==> src/twb_consts.vh <==
// Constants and the behaviour summary of the timer waveform block.
// What this block does
// - Channel works in waveform mode while its waveform select bit is set.
// - Makes one or two PWM signals, or one-shot or repeating pulses.
// - Line A always driven; line B driven in waveform mode unless chosen as event source.
// - Compare A, B and C are all compared against the counter.
// - Compare C match stops and/or disables counter clock per mode bits.
// - With trigger enable set, compare C match triggers and resets counter.
// - External event on chosen source and edge; edge none means no event.
// - Event source 0 selects line B; line B then stops being driven.
// - External event triggers only when its trigger enable bit is set.
// - Block sync, software trigger and compare C also trigger the channel.
// - Line B output control applies only while line B is an output.
// - Trigger, event and compare C act on both lines; A and B on their own.
// - Each event sets, clears or toggles its line per its action field.
// - Coinciding events: software, then external, then C, then A or B.
// - Compare A, B, C flags set on match, held until status is read.
// - Overflow flag set when counter passes its maximum, held until read.
// - External trigger flag set on detection, held until status is read.
// - Channels at 0x00, 0x40, 0x80; block control 0xc0, block mode 0xc4.
// - Compare A and B writable only in waveform mode.
// - Block control bit 0 written 1 triggers all channels in one cycle.
// - Clock line 0 selects pin 0, nothing, channel 1 A, channel 2 A.
// - Lines 1 and 2 select their pin, nothing, or the other channels' A.
// - 16-bit up-counter counts on valid clock edges and wraps to zero.
// - A trigger zeroes the counter on the next edge and starts the clock if it is enabled.
`ifndef TWB_CONSTS_VH
`define TWB_CONSTS_VH
`define TWB_CH_STRIDE 8'h40
`define TWB_OFF_CCR 6'h00
`define TWB_OFF_CMR 6'h04
`define TWB_OFF_CV 6'h10
`define TWB_OFF_CMP_A 6'h14
`define TWB_OFF_CMP_B 6'h18
`define TWB_OFF_CMP_C 6'h1c
`define TWB_OFF_SR 6'h20
`define TWB_OFF_IER 6'h24
`define TWB_OFF_IDR 6'h28
`define TWB_OFF_IMR 6'h2c
`define TWB_OFF_BCR 8'hc0
`define TWB_OFF_BMR 8'hc4
`define TWB_CMR_RESET 32'h00000000
`define TWB_BMR_RESET 6'h00
`define TWB_CCR_CLKEN 0
`define TWB_CCR_CLKDIS 1
`define TWB_CCR_SWTRG 2
`define TWB_CMR_CLKS_LSB 0
`define TWB_CMR_CLKI 3
`define TWB_CMR_C_STOP 6
`define TWB_CMR_C_DIS 7
`define TWB_CMR_EDG_LSB 8
`define TWB_CMR_SRC_LSB 10
`define TWB_CMR_EV_TRIG 12
`define TWB_CMR_C_TRIG 14
`define TWB_CMR_WAVE 15
`define TWB_CMR_A_MATCH_A 16
`define TWB_CMR_A_MATCH_C 18
`define TWB_CMR_A_EVENT 20
`define TWB_CMR_A_SOFT 22
`define TWB_CMR_B_MATCH_B 24
`define TWB_CMR_B_MATCH_C 26
`define TWB_CMR_B_EVENT 28
`define TWB_CMR_B_SOFT 30
`define TWB_SR_OVF 0
`define TWB_SR_MATCH_A 2
`define TWB_SR_MATCH_B 3
`define TWB_SR_MATCH_C 4
`define TWB_SR_EXT_TRIG 7
`define TWB_SR_CLKSTA 16
`define TWB_SR_MTIOA 17
`define TWB_SR_MTIOB 18
`define TWB_FLAG_MASK 8'h9d
`define TWB_ACT_NONE 2'b00
`define TWB_ACT_SET 2'b01
`define TWB_ACT_CLEAR 2'b10
`define TWB_ACT_TOGGLE 2'b11
`define TWB_EDG_NONE 2'b00
`define TWB_EDG_RISE 2'b01
`define TWB_EDG_FALL 2'b10
`define TWB_EDG_BOTH 2'b11
`endif

==> src/twb_channel.v <==
// One timer channel in waveform mode with its registers and output lines.
//
// The APB register port was chosen for this implementation.
`timescale 1ns/1ps
`include "twb_consts.vh"
module twb_channel #(
  parameter CW = 16
)(
  input wire pclk,
  input wire presetn,
  input wire ce,
  input wire wr,
  input wire rd,
  input wire [5:0] addr,
  input wire [31:0] wdata,
  input wire sync,
  input wire [2:0] xc,
  input wire line_b_in,
  output reg [31:0] rdata,
  output reg io_line_a,
  output reg io_line_b,
  output wire io_line_b_oen,
  output wire irq
);
  reg [31:0] mode;
  reg [CW-1:0] count;
  reg [CW-1:0] compare_reg_a;
  reg [CW-1:0] compare_reg_b;
  reg [CW-1:0] compare_reg_c;
  reg [7:0] flags;
  reg [7:0] mask;
  reg clk_en;
  reg clk_run;
  reg clk_prev;
  reg ev_prev;
  reg trig_pend;
  wire wave = mode[`TWB_CMR_WAVE];
  wire [1:0] edg = mode[`TWB_CMR_EDG_LSB+1:`TWB_CMR_EDG_LSB];
  wire [1:0] src = mode[`TWB_CMR_SRC_LSB+1:`TWB_CMR_SRC_LSB];
  wire b_is_input = (src == 2'b00);
  wire [2:0] clks = mode[`TWB_CMR_CLKS_LSB+2:`TWB_CMR_CLKS_LSB];
  reg clk_sel;
  reg ev_sig;
  always @*
  begin
    case (clks)
      3'd5: clk_sel = xc[0];
      3'd6: clk_sel = xc[1];
      3'd7: clk_sel = xc[2];
      default: clk_sel = 1'b1;
    endcase
    case (src)
      2'd1: ev_sig = xc[0];
      2'd2: ev_sig = xc[1];
      2'd3: ev_sig = xc[2];
      default: ev_sig = line_b_in;
    endcase
  end
  wire clk_lvl = clk_sel ^ mode[`TWB_CMR_CLKI];
  wire internal = (clks < 3'd5);
  wire tick = clk_en && clk_run && (internal || (clk_lvl && !clk_prev));
  wire ev_det = wave && ((edg == `TWB_EDG_RISE && ev_sig && !ev_prev) ||
    (edg == `TWB_EDG_FALL && !ev_sig && ev_prev) ||
    (edg == `TWB_EDG_BOTH && ev_sig != ev_prev));
  wire sw_trig = (wr && addr == `TWB_OFF_CCR && wdata[`TWB_CCR_SWTRG])
    || sync;
  wire ext_trig = ev_det && mode[`TWB_CMR_EV_TRIG];
  wire match_a = wave && tick && count == compare_reg_a;
  wire match_b = wave && tick && count == compare_reg_b;
  wire match_c = wave && tick && count == compare_reg_c;
  wire c_trig = match_c && mode[`TWB_CMR_C_TRIG];
  wire trig_now = sw_trig || ext_trig || c_trig;
  wire ovf = tick && !trig_pend && !trig_now && (&count);
  function [1:0] twb_pick;
    input sw;
    input ev;
    input mc;
    input mx;
    input [7:0] act;
    begin
      if (sw)
        twb_pick = act[7:6];
      else if (ev)
        twb_pick = act[5:4];
      else if (mc)
        twb_pick = act[3:2];
      else if (mx)
        twb_pick = act[1:0];
      else
        twb_pick = `TWB_ACT_NONE;
    end
  endfunction
  function twb_apply;
    input cur;
    input [1:0] act;
    begin
      case (act)
        `TWB_ACT_SET: twb_apply = 1'b1;
        `TWB_ACT_CLEAR: twb_apply = 1'b0;
        `TWB_ACT_TOGGLE: twb_apply = ~cur;
        default: twb_apply = cur;
      endcase
    end
  endfunction
  wire [1:0] act_a = twb_pick(sw_trig && wave, ev_det, match_c, match_a,
    mode[`TWB_CMR_A_MATCH_A+7:`TWB_CMR_A_MATCH_A]);
  wire [1:0] act_b = twb_pick(sw_trig && wave, ev_det, match_c, match_b,
    mode[`TWB_CMR_B_MATCH_B+7:`TWB_CMR_B_MATCH_B]);
  assign io_line_b_oen = !(wave && !b_is_input);
  wire sr_read = rd && addr == `TWB_OFF_SR;
  wire [7:0] ev_set = {ext_trig, 2'b00, match_c, match_b, match_a, 1'b0, ovf};
  assign irq = |(flags & mask);
  always @(posedge pclk or negedge presetn)
  begin
    if (!presetn)
    begin
      mode <= `TWB_CMR_RESET;
      count <= {CW{1'b0}};
      compare_reg_a <= {CW{1'b0}};
      compare_reg_b <= {CW{1'b0}};
      compare_reg_c <= {CW{1'b0}};
      flags <= 8'h00;
      mask <= 8'h00;
      clk_en <= 1'b0;
      clk_run <= 1'b0;
      clk_prev <= 1'b0;
      ev_prev <= 1'b0;
      trig_pend <= 1'b0;
      io_line_a <= 1'b0;
      io_line_b <= 1'b0;
    end
    else if (ce)
    begin
      clk_prev <= clk_lvl;
      ev_prev <= ev_sig;
      // Set wins over the read clear.
      flags <= ((sr_read ? 8'h00 : flags) | ev_set) &
        `TWB_FLAG_MASK;
      if (wr && addr == `TWB_OFF_CMR)
        mode <= wdata;
      if (wr && addr == `TWB_OFF_CMP_A && wave)
        compare_reg_a <= wdata[CW-1:0];
      if (wr && addr == `TWB_OFF_CMP_B && wave)
        compare_reg_b <= wdata[CW-1:0];
      if (wr && addr == `TWB_OFF_CMP_C)
        compare_reg_c <= wdata[CW-1:0];
      if (wr && addr == `TWB_OFF_IER)
        mask <= mask | (wdata[7:0] & `TWB_FLAG_MASK);
      else if (wr && addr == `TWB_OFF_IDR)
        mask <= mask & ~wdata[7:0];
      if (wr && addr == `TWB_OFF_CCR && wdata[`TWB_CCR_CLKDIS])
        clk_en <= 1'b0;
      else if (wr && addr == `TWB_OFF_CCR && wdata[`TWB_CCR_CLKEN])
        clk_en <= 1'b1;
      else if (match_c && mode[`TWB_CMR_C_DIS])
        clk_en <= 1'b0;
      if (trig_now)
      begin
        trig_pend <= 1'b1;
        clk_run <= clk_en || (wr && addr == `TWB_OFF_CCR &&
          wdata[`TWB_CCR_CLKEN] && !wdata[`TWB_CCR_CLKDIS]);
      end
      else if (match_c && mode[`TWB_CMR_C_STOP])
        clk_run <= 1'b0;
      if (wr && addr == `TWB_OFF_CV)
        count <= wdata[CW-1:0];
      else if (tick)
      begin
        // A trigger on a counting edge zeroes the count on that same edge.
        trig_pend <= 1'b0;
        count <= (trig_pend || trig_now) ? {CW{1'b0}} :
          count + 1'b1;
      end
      if (wave)
      begin
        io_line_a <= twb_apply(io_line_a, act_a);
        if (!b_is_input)
          io_line_b <= twb_apply(io_line_b, act_b);
      end
    end
  end
  always @*
  begin
    case (addr)
      `TWB_OFF_CMR: rdata = mode;
      `TWB_OFF_CV: rdata = {{(32-CW){1'b0}}, count};
      `TWB_OFF_CMP_A: rdata = {{(32-CW){1'b0}}, compare_reg_a};
      `TWB_OFF_CMP_B: rdata = {{(32-CW){1'b0}}, compare_reg_b};
      `TWB_OFF_CMP_C: rdata = {{(32-CW){1'b0}}, compare_reg_c};
      `TWB_OFF_SR: rdata = {13'h0000, io_line_b, io_line_a, clk_en,
        8'h00, flags};
      `TWB_OFF_IMR: rdata = {24'h000000, mask};
      default: rdata = 32'h00000000;
    endcase
  end
endmodule

==> src/twb_top.v <==
// Three-channel timer block with APB slave and external clock routing.
`timescale 1ns/1ps
`include "twb_consts.vh"
module twb_top #(
  parameter CW = 16
)(
  input wire pclk,
  input wire presetn,
  input wire clk_en,
  input wire psel,
  input wire penable,
  input wire pwrite,
  input wire [7:0] paddr,
  input wire [31:0] pwdata,
  output reg [31:0] prdata,
  output wire pready,
  output wire pslverr,
  input wire [2:0] clock_pin,
  input wire [2:0] io_line_b_in,
  output wire [2:0] io_line_a,
  output wire [2:0] io_line_b,
  output wire [2:0] io_line_b_oen,
  output wire [2:0] irq
);
  reg [2:0] s1;
  reg [2:0] s2;
  reg [2:0] s3;
  reg [2:0] b1;
  reg [2:0] b2;
  reg [2:0] b3;
  reg [2:0] pin_f;
  reg [2:0] b_f;
  reg [5:0] bmr;
  reg [31:0] prd_next;
  wire access = psel && penable;
  wire wr = access && pwrite;
  wire rd = access && !pwrite;
  assign pready = 1'b1;
  assign pslverr = 1'b0;
  wire bcr_sync = wr && paddr == `TWB_OFF_BCR && pwdata[0];
  wire [95:0] ch_rdata;
  wire [2:0] xc;
  function twb_route;
    input [1:0] sel;
    input pin;
    input oa;
    input ob;
    begin
      case (sel)
        2'b00: twb_route = pin;
        2'b10: twb_route = oa;
        2'b11: twb_route = ob;
        default: twb_route = 1'b0;
      endcase
    end
  endfunction
  assign xc[0] = twb_route(bmr[1:0], pin_f[0], io_line_a[1],
    io_line_a[2]);
  assign xc[1] = twb_route(bmr[3:2], pin_f[1], io_line_a[0],
    io_line_a[2]);
  assign xc[2] = twb_route(bmr[5:4], pin_f[2], io_line_a[0],
    io_line_a[1]);
  always @(posedge pclk or negedge presetn)
  begin
    if (!presetn)
    begin
      s1 <= 3'b000;
      s2 <= 3'b000;
      s3 <= 3'b000;
      b1 <= 3'b000;
      b2 <= 3'b000;
      b3 <= 3'b000;
      pin_f <= 3'b000;
      b_f <= 3'b000;
      bmr <= `TWB_BMR_RESET;
    end
    else if (clk_en)
    begin
      s1 <= clock_pin;
      s2 <= s1;
      s3 <= s2;
      b1 <= io_line_b_in;
      b2 <= b1;
      b3 <= b2;
      pin_f <= (s2 & s3) | (pin_f & (s2 | s3));
      b_f <= (b2 & b3) | (b_f & (b2 | b3));
      if (wr && paddr == `TWB_OFF_BMR)
        bmr <= pwdata[5:0];
    end
  end
  genvar i;
  generate
    for (i = 0; i < 3; i = i + 1)
    begin : g_ch
      twb_channel #(.CW(CW)) twb_channel_inst (
        .pclk(pclk),
        .presetn(presetn),
        .ce(clk_en),
        .wr(wr && paddr[7:6] == i),
        .rd(rd && paddr[7:6] == i && clk_en),
        .addr(paddr[5:0]),
        .wdata(pwdata),
        .sync(bcr_sync),
        .xc(xc),
        .line_b_in(b_f[i]),
        .rdata(ch_rdata[32*i+31:32*i]),
        .io_line_a(io_line_a[i]),
        .io_line_b(io_line_b[i]),
        .io_line_b_oen(io_line_b_oen[i]),
        .irq(irq[i])
      );
    end
  endgenerate
  always @*
  begin
    case (paddr[7:6])
      2'd0: prd_next = ch_rdata[31:0];
      2'd1: prd_next = ch_rdata[63:32];
      2'd2: prd_next = ch_rdata[95:64];
      default: prd_next = (paddr == `TWB_OFF_BMR) ? {26'h0, bmr} : 32'h0;
    endcase
    prdata = prd_next;
  end
endmodule

==> config.mk <==
export PLATFORM = sky130hd
export DESIGN_NAME = twb_top
export DESIGN_NICKNAME = d
export VERILOG_FILES = /design/src/twb_channel.v /design/src/twb_top.v
export VERILOG_INCLUDE_DIRS = /design/src /design/src/src
export SDC_FILE = /design/constraint.sdc
export NUM_CORES = 1
export LEC_CHECK = 0
export BUFFER_PORTS_ARGS = -buffer_cell sky130_fd_sc_hd__buf_2
export CELL_PAD_IN_SITES_DETAIL_PLACEMENT = 2
export CELL_PAD_IN_SITES_GLOBAL_PLACEMENT = 2
export CORE_MARGIN = 5
export CORE_UTILIZATION = 41
export DETAILED_ROUTE_END_ITERATION = 8
export GPL_TIMING_DRIVEN = 0
export PLACE_DENSITY_LB_ADDON = 0.1
export SLEW_MARGIN = 20
export SYNTH_ARGS = -nofsm -noshare
export SYNTH_HDL_FRONTEND = slang
export SYNTH_SLANG_ARGS = --single-unit
==> constraint.sdc <==
create_clock -name pclk -period 4 [get_ports pclk]
set_clock_uncertainty 0.05 [all_clocks]
set_input_delay 0.2 -clock pclk [delete_from_list [all_inputs] [get_ports pclk]]
set_output_delay 0.2 -clock pclk [all_outputs]
set_load 0.02 [all_outputs]
* Yosys cells after proc, flatten, opt, wreduce, memory -nomap -nowiden
Cells that the tools add are included.
** Word-level totals
- Flip-flop bits (word level) :: 378
- Word-level logic and storage cells :: 488
** Operators by class
- Add/subtract/negate cells :: 3
- Magnitude comparators :: 3
- Equal/unequal tests :: 76
- Mux-type cells :: 86
- Bitwise logic cells :: 33
- Reductions and logical operators :: 236
** Operator list (number)
- 32-bit case mux with 7 select lines :: 3
- 16-bit == test :: 9
- 16-bit 2-to-1 mux :: 9
- 1-bit logical AND :: 126
- 32-bit case mux with 3 select lines :: 1
- 8-bit 2-to-1 mux :: 9
- 2-bit == test (second input constant) :: 31
- 2-bit AND reduction :: 25
- 16-bit by 1-bit adder with 16-bit output (second input constant) :: 3
- 8-bit bitwise AND :: 6
- 2-bit 2-to-1 mux :: 24
- 8-bit OR :: 6
- 16-bit AND reduction :: 3
- 1-bit case mux with 3 select lines :: 15
- 3-bit == test (second input constant) :: 9
- 3-bit nonzero test :: 9
- 2-bit by 1-bit == test with 1-bit output (second input constant) :: 13
- 6-bit by 5-bit == test with 1-bit output (second input constant) :: 4
- 6-bit == test (second input constant) :: 4
- 1-bit logical OR :: 24
- 1-bit 2-to-1 mux :: 24
- 8-bit OR reduction :: 3
- 1-bit zero test :: 23
- 2-bit nonzero test :: 9
- 14 further kinds :: 45

* Depth between registers and ports, before layout
- Word-level depth :: 16
- Depth in mapped cells :: 11

* Cells and area by module
A second synthesis with hierarchy kept.
** Second synthesis, totals
- Cells, all modules :: 2045
- Area, all modules :: 21436.8 um^2
** By module, submodules not included
- twb_channel at g_ch[1].twb_channel_inst ... :: instances 2, cells each 601, area an instance 6399.9 um^2
- twb_channel at g_ch[0].twb_channel_inst :: instances 1, cells each 622, area an instance 6565.0 um^2
- twb_top :: instances 1, cells each 221, area an instance 2072.0 um^2

* Least setup slack after synthesis
OpenSTA, ideal clock, no wires.
- Kind :: register to register
- Start point :: register bmr[2]
- End point :: register g_ch[2].twb_channel_inst.count[9]
- Setup time :: 67 ps
- Data arrival time :: 2823 ps
- Required time :: 3883 ps
- Setup slack :: 1060 ps
- Stages on the path, launching flop included :: 10
- Cells stage by stage :: dfrtp_1 mux2_4 a21o_1 mux4_2 mux2i_1 a31o_2 or4_1 buf_2 o41ai_2 a22o_1
** On the way
- Word-level cells in the longest chain between the ends :: 16
- Elaborated cells on any way between the ends :: 32
** Ends and longest elaborated chain
- start: declaration :: line twb_top.v:33 : reg [5:0] bmr;
- start signal: assignment :: line twb_top.v:75 : bmr <= `TWB_BMR_RESET;
- start signal: assignment :: line twb_top.v:88 : bmr <= pwdata[5:0];
- 2-bit == test or 2-bit zero test (tied branches) :: line twb_top.v:49 : case (sel)
- 1-bit case mux with 3 select lines * :: line twb_top.v:49
- 1-bit case mux with 3 select lines :: line twb_channel.v:52 : case (src)
- 1-bit zero test :: line twb_channel.v:63 : (edg == `TWB_EDG_FALL && !ev_sig && ev_prev) ||
- 1-bit logical AND (2 in a row) :: line twb_channel.v:63
- 1-bit logical OR (2 in a row) :: line twb_channel.v:62 : wire ev_det = wave && ((edg == `TWB_EDG_RISE && ev_sig && !ev_prev) ||
- 1-bit logical AND :: line twb_channel.v:62
- 1-bit logical AND :: line twb_channel.v:67 : wire ext_trig = ev_det && mode[`TWB_CMR_EV_TRIG];
- 1-bit logical OR (2 in a row) :: line twb_channel.v:72 : wire trig_now = sw_trig || ext_trig || c_trig;
- 1-bit logical OR :: line twb_channel.v:171 : count <= (trig_pend || trig_now) ? {CW{1'b0}} :
- 16-bit 2-to-1 mux :: line twb_channel.v:171
- 16-bit 2-to-1 mux :: line twb_channel.v:167 : else if (tick)
- 16-bit 2-to-1 mux :: line twb_channel.v:165 : if (wr && addr == `TWB_OFF_CV)
- end signal: assignment :: line twb_channel.v:118 : count <= {CW{1'b0}};
- end signal: assignment :: line twb_channel.v:166 : count <= wdata[CW-1:0];
- end signal: assignment :: line twb_channel.v:171
- end: declaration :: line twb_channel.v:26 : reg [CW-1:0] count;
Every way passes the cells marked *; elsewhere a longest branch is shown, timed or not. The select of a mux whose other input is x is not followed.
A chain may end at the register's enable or synchronous reset.

* Final worst setup path
- Start point :: input paddr[2]
- End point :: output prdata[6]
** On the way
- Word-level cells in the longest chain between the ends :: 3
- Elaborated cells on any way between the ends :: 11
** Ends and longest elaborated chain
- start: declaration :: line twb_top.v:13 : input wire [7:0] paddr,
- 6-bit == test, or another cell as far along :: line twb_channel.v:184 : case (addr)
- 32-bit case mux with 7 select lines :: line twb_channel.v:184
- 32-bit case mux with 3 select lines * :: line twb_top.v:116 : case (paddr[7:6])
- end: declaration :: line twb_top.v:15 : output reg [31:0] prdata,
Every way passes the cells marked *; elsewhere a longest branch is shown, timed or not.

==> results.md <==
* Status: finished, violations left
* Failing checks: setup timing
* CTS H-tree lvls at 2
* Net switching power at 2.435 mW
* Setup slack, reg-to-reg at 0.12 ns
* All-Layer GR Usage at 34.69%
* Die Area at 55,710 um^2
* Fmax at 248.9 MHz
* Setup violations, final at 1
* Vias in the first global route at 20.57k
* Hold endpoint: g_ch[0].twb_channel_inst.compare_reg_c[12]
* Top cells by count, synth: 378 x dfrtp_1, 264 x mux2_2, 152 x clkbuf_1
* Initial Utilization at 41.59%
* Hold Path Class: input pin to flip-flop
* Max VDD drop at 0.3306 mV
* Synth top area share at 45.15%
* Sw frac at 26.60%
* Die width at 236.0 um
* RD Place Congestion at 0.9412
* Critical path type: input pin to output pin
* Hold Violations, Final at 0
* Met2 layer usage reported by global route at 55.90%
* Synth cell types at 77
* Initial antenna violation count at 4
* Pwr/cell area at 377.1 nW/um^2
* Main flop type after synthesis: dfrtp_1
* Grt met3 use at 7.102%
* Synth-to-layout area growth at 15.90%
* Worst-Skew Late Latency at 0.60 ns
* Core area at 50,380 um^2
* Synth Net Count at 2,087
* Die height at 236.0 um
* Critical Path RT at 3.75 ns
* Synth Register Bits at 378
* Actual slew at the worst max-slew pin at 1.305 ns
* Root Driver: clkbuf_16
* Area contributors post-synth: dfrtp_1 45%, mux2_2 14%, xnor2_1 6.2%
* Post-CTS Setup Bufs at 0
* DRC at 0
* HPWL after detailed placement at 73,140 um
* Layout cells sized above 1 at 22.17%
* Post-synth EDFFs at 0
* WL final at 99,930 um
* Final worst-path cycle share at 100.4%
* Max-slew violations at 0
* Seq pwr share at 43.9%
* R2r startpoint: g_ch[0].twb_channel_inst.io_line_a
* Ys Warns at 0
* Clock Path Buffers at 3
* Mapped Cells at 2,032
* Start point of the worst hold path: pwdata[12]
* Hold depth at 2
* Busiest grt layer: met2
* Comb power frac at 8.5%
* First-pass GRT wire length at 144,200 um
* Io pins at 98
* Row count at 82
* Final nets at 2,257
* Initial DRC count at 2,080
* Worst EP arrival at 3.77 ns
* CTS clk-pin slew, worst paths at 0.06 ns
* FFs w/ async S/R, synth at 100.0%
* Fillers at 5,231
* Drt wl/cell at 34.33 um
* Routed via count at 19.06k
* PortBufs at 89
* Leakage at 10.34 nW
* Detail-routed via count per cell at 6.546
* Final setup margin at -0.01769 ns
* Reg-to-Reg End: g_ch[2].twb_channel_inst.count[0]
* RSZ-0062 raised after global routing: yes
* Initial DRT Pass Iterations at 7
* Met1 Track Usage GR at 44.66%
* Fin Hold WS at 0.03111 ns
* CTS tree: yes
* Count leader, synth: dfrtp_1
* Global route overflow at 0
* Yosys top cell by area: dfrtp_1
* Largest net degree at the start of global routing at 93
* Placement Setup Slack at -0.3956 ns
* Internal power at 6.720 mW
* Seq/Total Area, Yosys at 45.15%
* Synthesized cell area at 20,950 um^2
* Routed Antenna Nets at 0
* Crit. End Element: output pin
* Slew Limit Headroom at 12.99%
* Num CTS Buffers at 46
* Clock power share at 47.6%
* CTS Sinks at 378
* Period minus WS final at 4.018 ns
* Max FO, Critical Path at 10
* Crit start category: input pin
* Worst reg2reg path depth at 9
* Avg Cell Area, Syn at 10.31 um^2
* Max_cap viols at 0
==> worst max-delay path: stages <==
cell      delay [ns]
clkbuf_1        0.18
or4_1           0.72
nor2_1          0.43
clkbuf_1        0.67
clkbuf_2        0.46
a22oi_1         0.18
nand4_1         0.14
o21ai_0         0.19
o22ai_1         0.34
buf_2           0.23
==> routing by layer <==
metal | vias to the layer above | routed length [um]
met3 | 250 | 7873
met2 | 882 | 46180
met1 | 10090 | 40010
met4 | 2 | 5857
met5 | - | 11
li1 | 7834 | -
==> kinds of logic after synthesis <==
family / Yosys count / synth area share [%]
other cells: 2 / 0.03585
xor+xnor: 151 / 6.313
mux: 285 / 15.46
fa+ha+maj: 3 / 0.1792
simple gates: 464 / 11.00
compound gates: 499 / 17.02
buf+inv: 250 / 4.838
flops: 378 / 45.15
==> power by group through the flow <==
stage / Sequential, mW / Clock, mW / Combinational (mW)
after global placement: 4.08 / 0 / 0.699
after detailed placement: 4.08 / 0 / 0.739
after global routing: 4.02 / 4.53 / 0.822
after floorplan: 4.02 / 0 / 0.359
after CTS: 4.01 / 4.39 / 0.770
final: 4.02 / 4.36 / 0.780
==> worst max path at each step <==
stage             start                           endpoint  slack, ns  cells after the start
4_1_cts        paddr[1]                         prdata[15]      0.002                     12
3_3_place_gp    presetn  g_ch[1].twb_channel_inst.mode[30]      -5.27                      1
2_1_floorplan    bmr[2]  g_ch[2].twb_channel_inst.count[9]       1.06                      9
6_report       paddr[2]                          prdata[6]      -0.02                     10
3_5_place_dp     clk_en  g_ch[1].twb_channel_inst.flags[0]      -0.40                      7
5_1_grt        paddr[2]                          prdata[6]      -0.02                     10
==> stage by stage <==
stage | instance area, um^2 | total power, mW | setup TNS [ns] | util [%] | std cells
floorplan | 20950 | 4.377 | 0 | - | 2032
global placement | 22240 | 4.776 | -1981.99 | 44.14 | 2793
detailed placement | 22410 | 4.821 | -5.997 | 44.48 | 2798
CTS | 24240 | 9.176 | 0 | 48.11 | 2909
global route | 24270 | 9.375 | -0.01773 | 48.19 | 2909
finish | 24280 | 9.156 | -0.01769 | 48.20 | 2911
==> cell type report <==
type / count / area, um^2 / share of cell area (%)
Buffer: 187 / 788.3 / 3.247
Tap cell: 672 / 840.8 / 3.463
Inverter: 63 / 236.5 / 0.9740
Antenna cell: 2 / 5.005 / 0.02061
Clock inverter: 9 / 138.9 / 0.5720
Timing Repair Buffer: 122 / 853.3 / 3.515
Clock buffer: 74 / 1396 / 5.751
Sequential cell: 378 / 9459 / 38.96
Multi-Input combinational cell: 1404 / 10560 / 43.50
==> cells in the final DEF (no fill, tap or decap), types with 43 or more instances in the layout <==
| master | instances |
|---|---|
| o21ai_0 | 103 |
| clkbuf_16 | 46 |
| a21oi_1 | 63 |
| nand4_1 | 52 |
| mux2_2 | 264 |
| a22oi_1 | 91 |
| dfrtp_1 | 378 |
| clkbuf_1 | 157 |
| inv_1 | 63 |
| a222oi_1 | 43 |
| buf_2 | 94 |
| xnor2_1 | 148 |
| nor2_1 | 108 |
| nand2_1 | 135 |
==> state kept, by name (all words and copies together) (netlist names), 6 cells and up, named ones only <==
name                                 flops
g_ch.twb_channel_inst.mode              96
g_ch.twb_channel_inst.compare_reg_a     48
g_ch.twb_channel_inst.compare_reg_b     48
g_ch.twb_channel_inst.compare_reg_c     48
g_ch.twb_channel_inst.count             48
g_ch.twb_channel_inst.flags             15
g_ch.twb_channel_inst.mask               9
bmr                                      6
==> timing repair <==
item,CTS,global route
gates resized for setup,6,7
hold buffers,28,0
setup endpoints to repair,27,23
endpoints found under the hold margin,263,0
No activity file was read; power rests on OpenSTA's default activity.
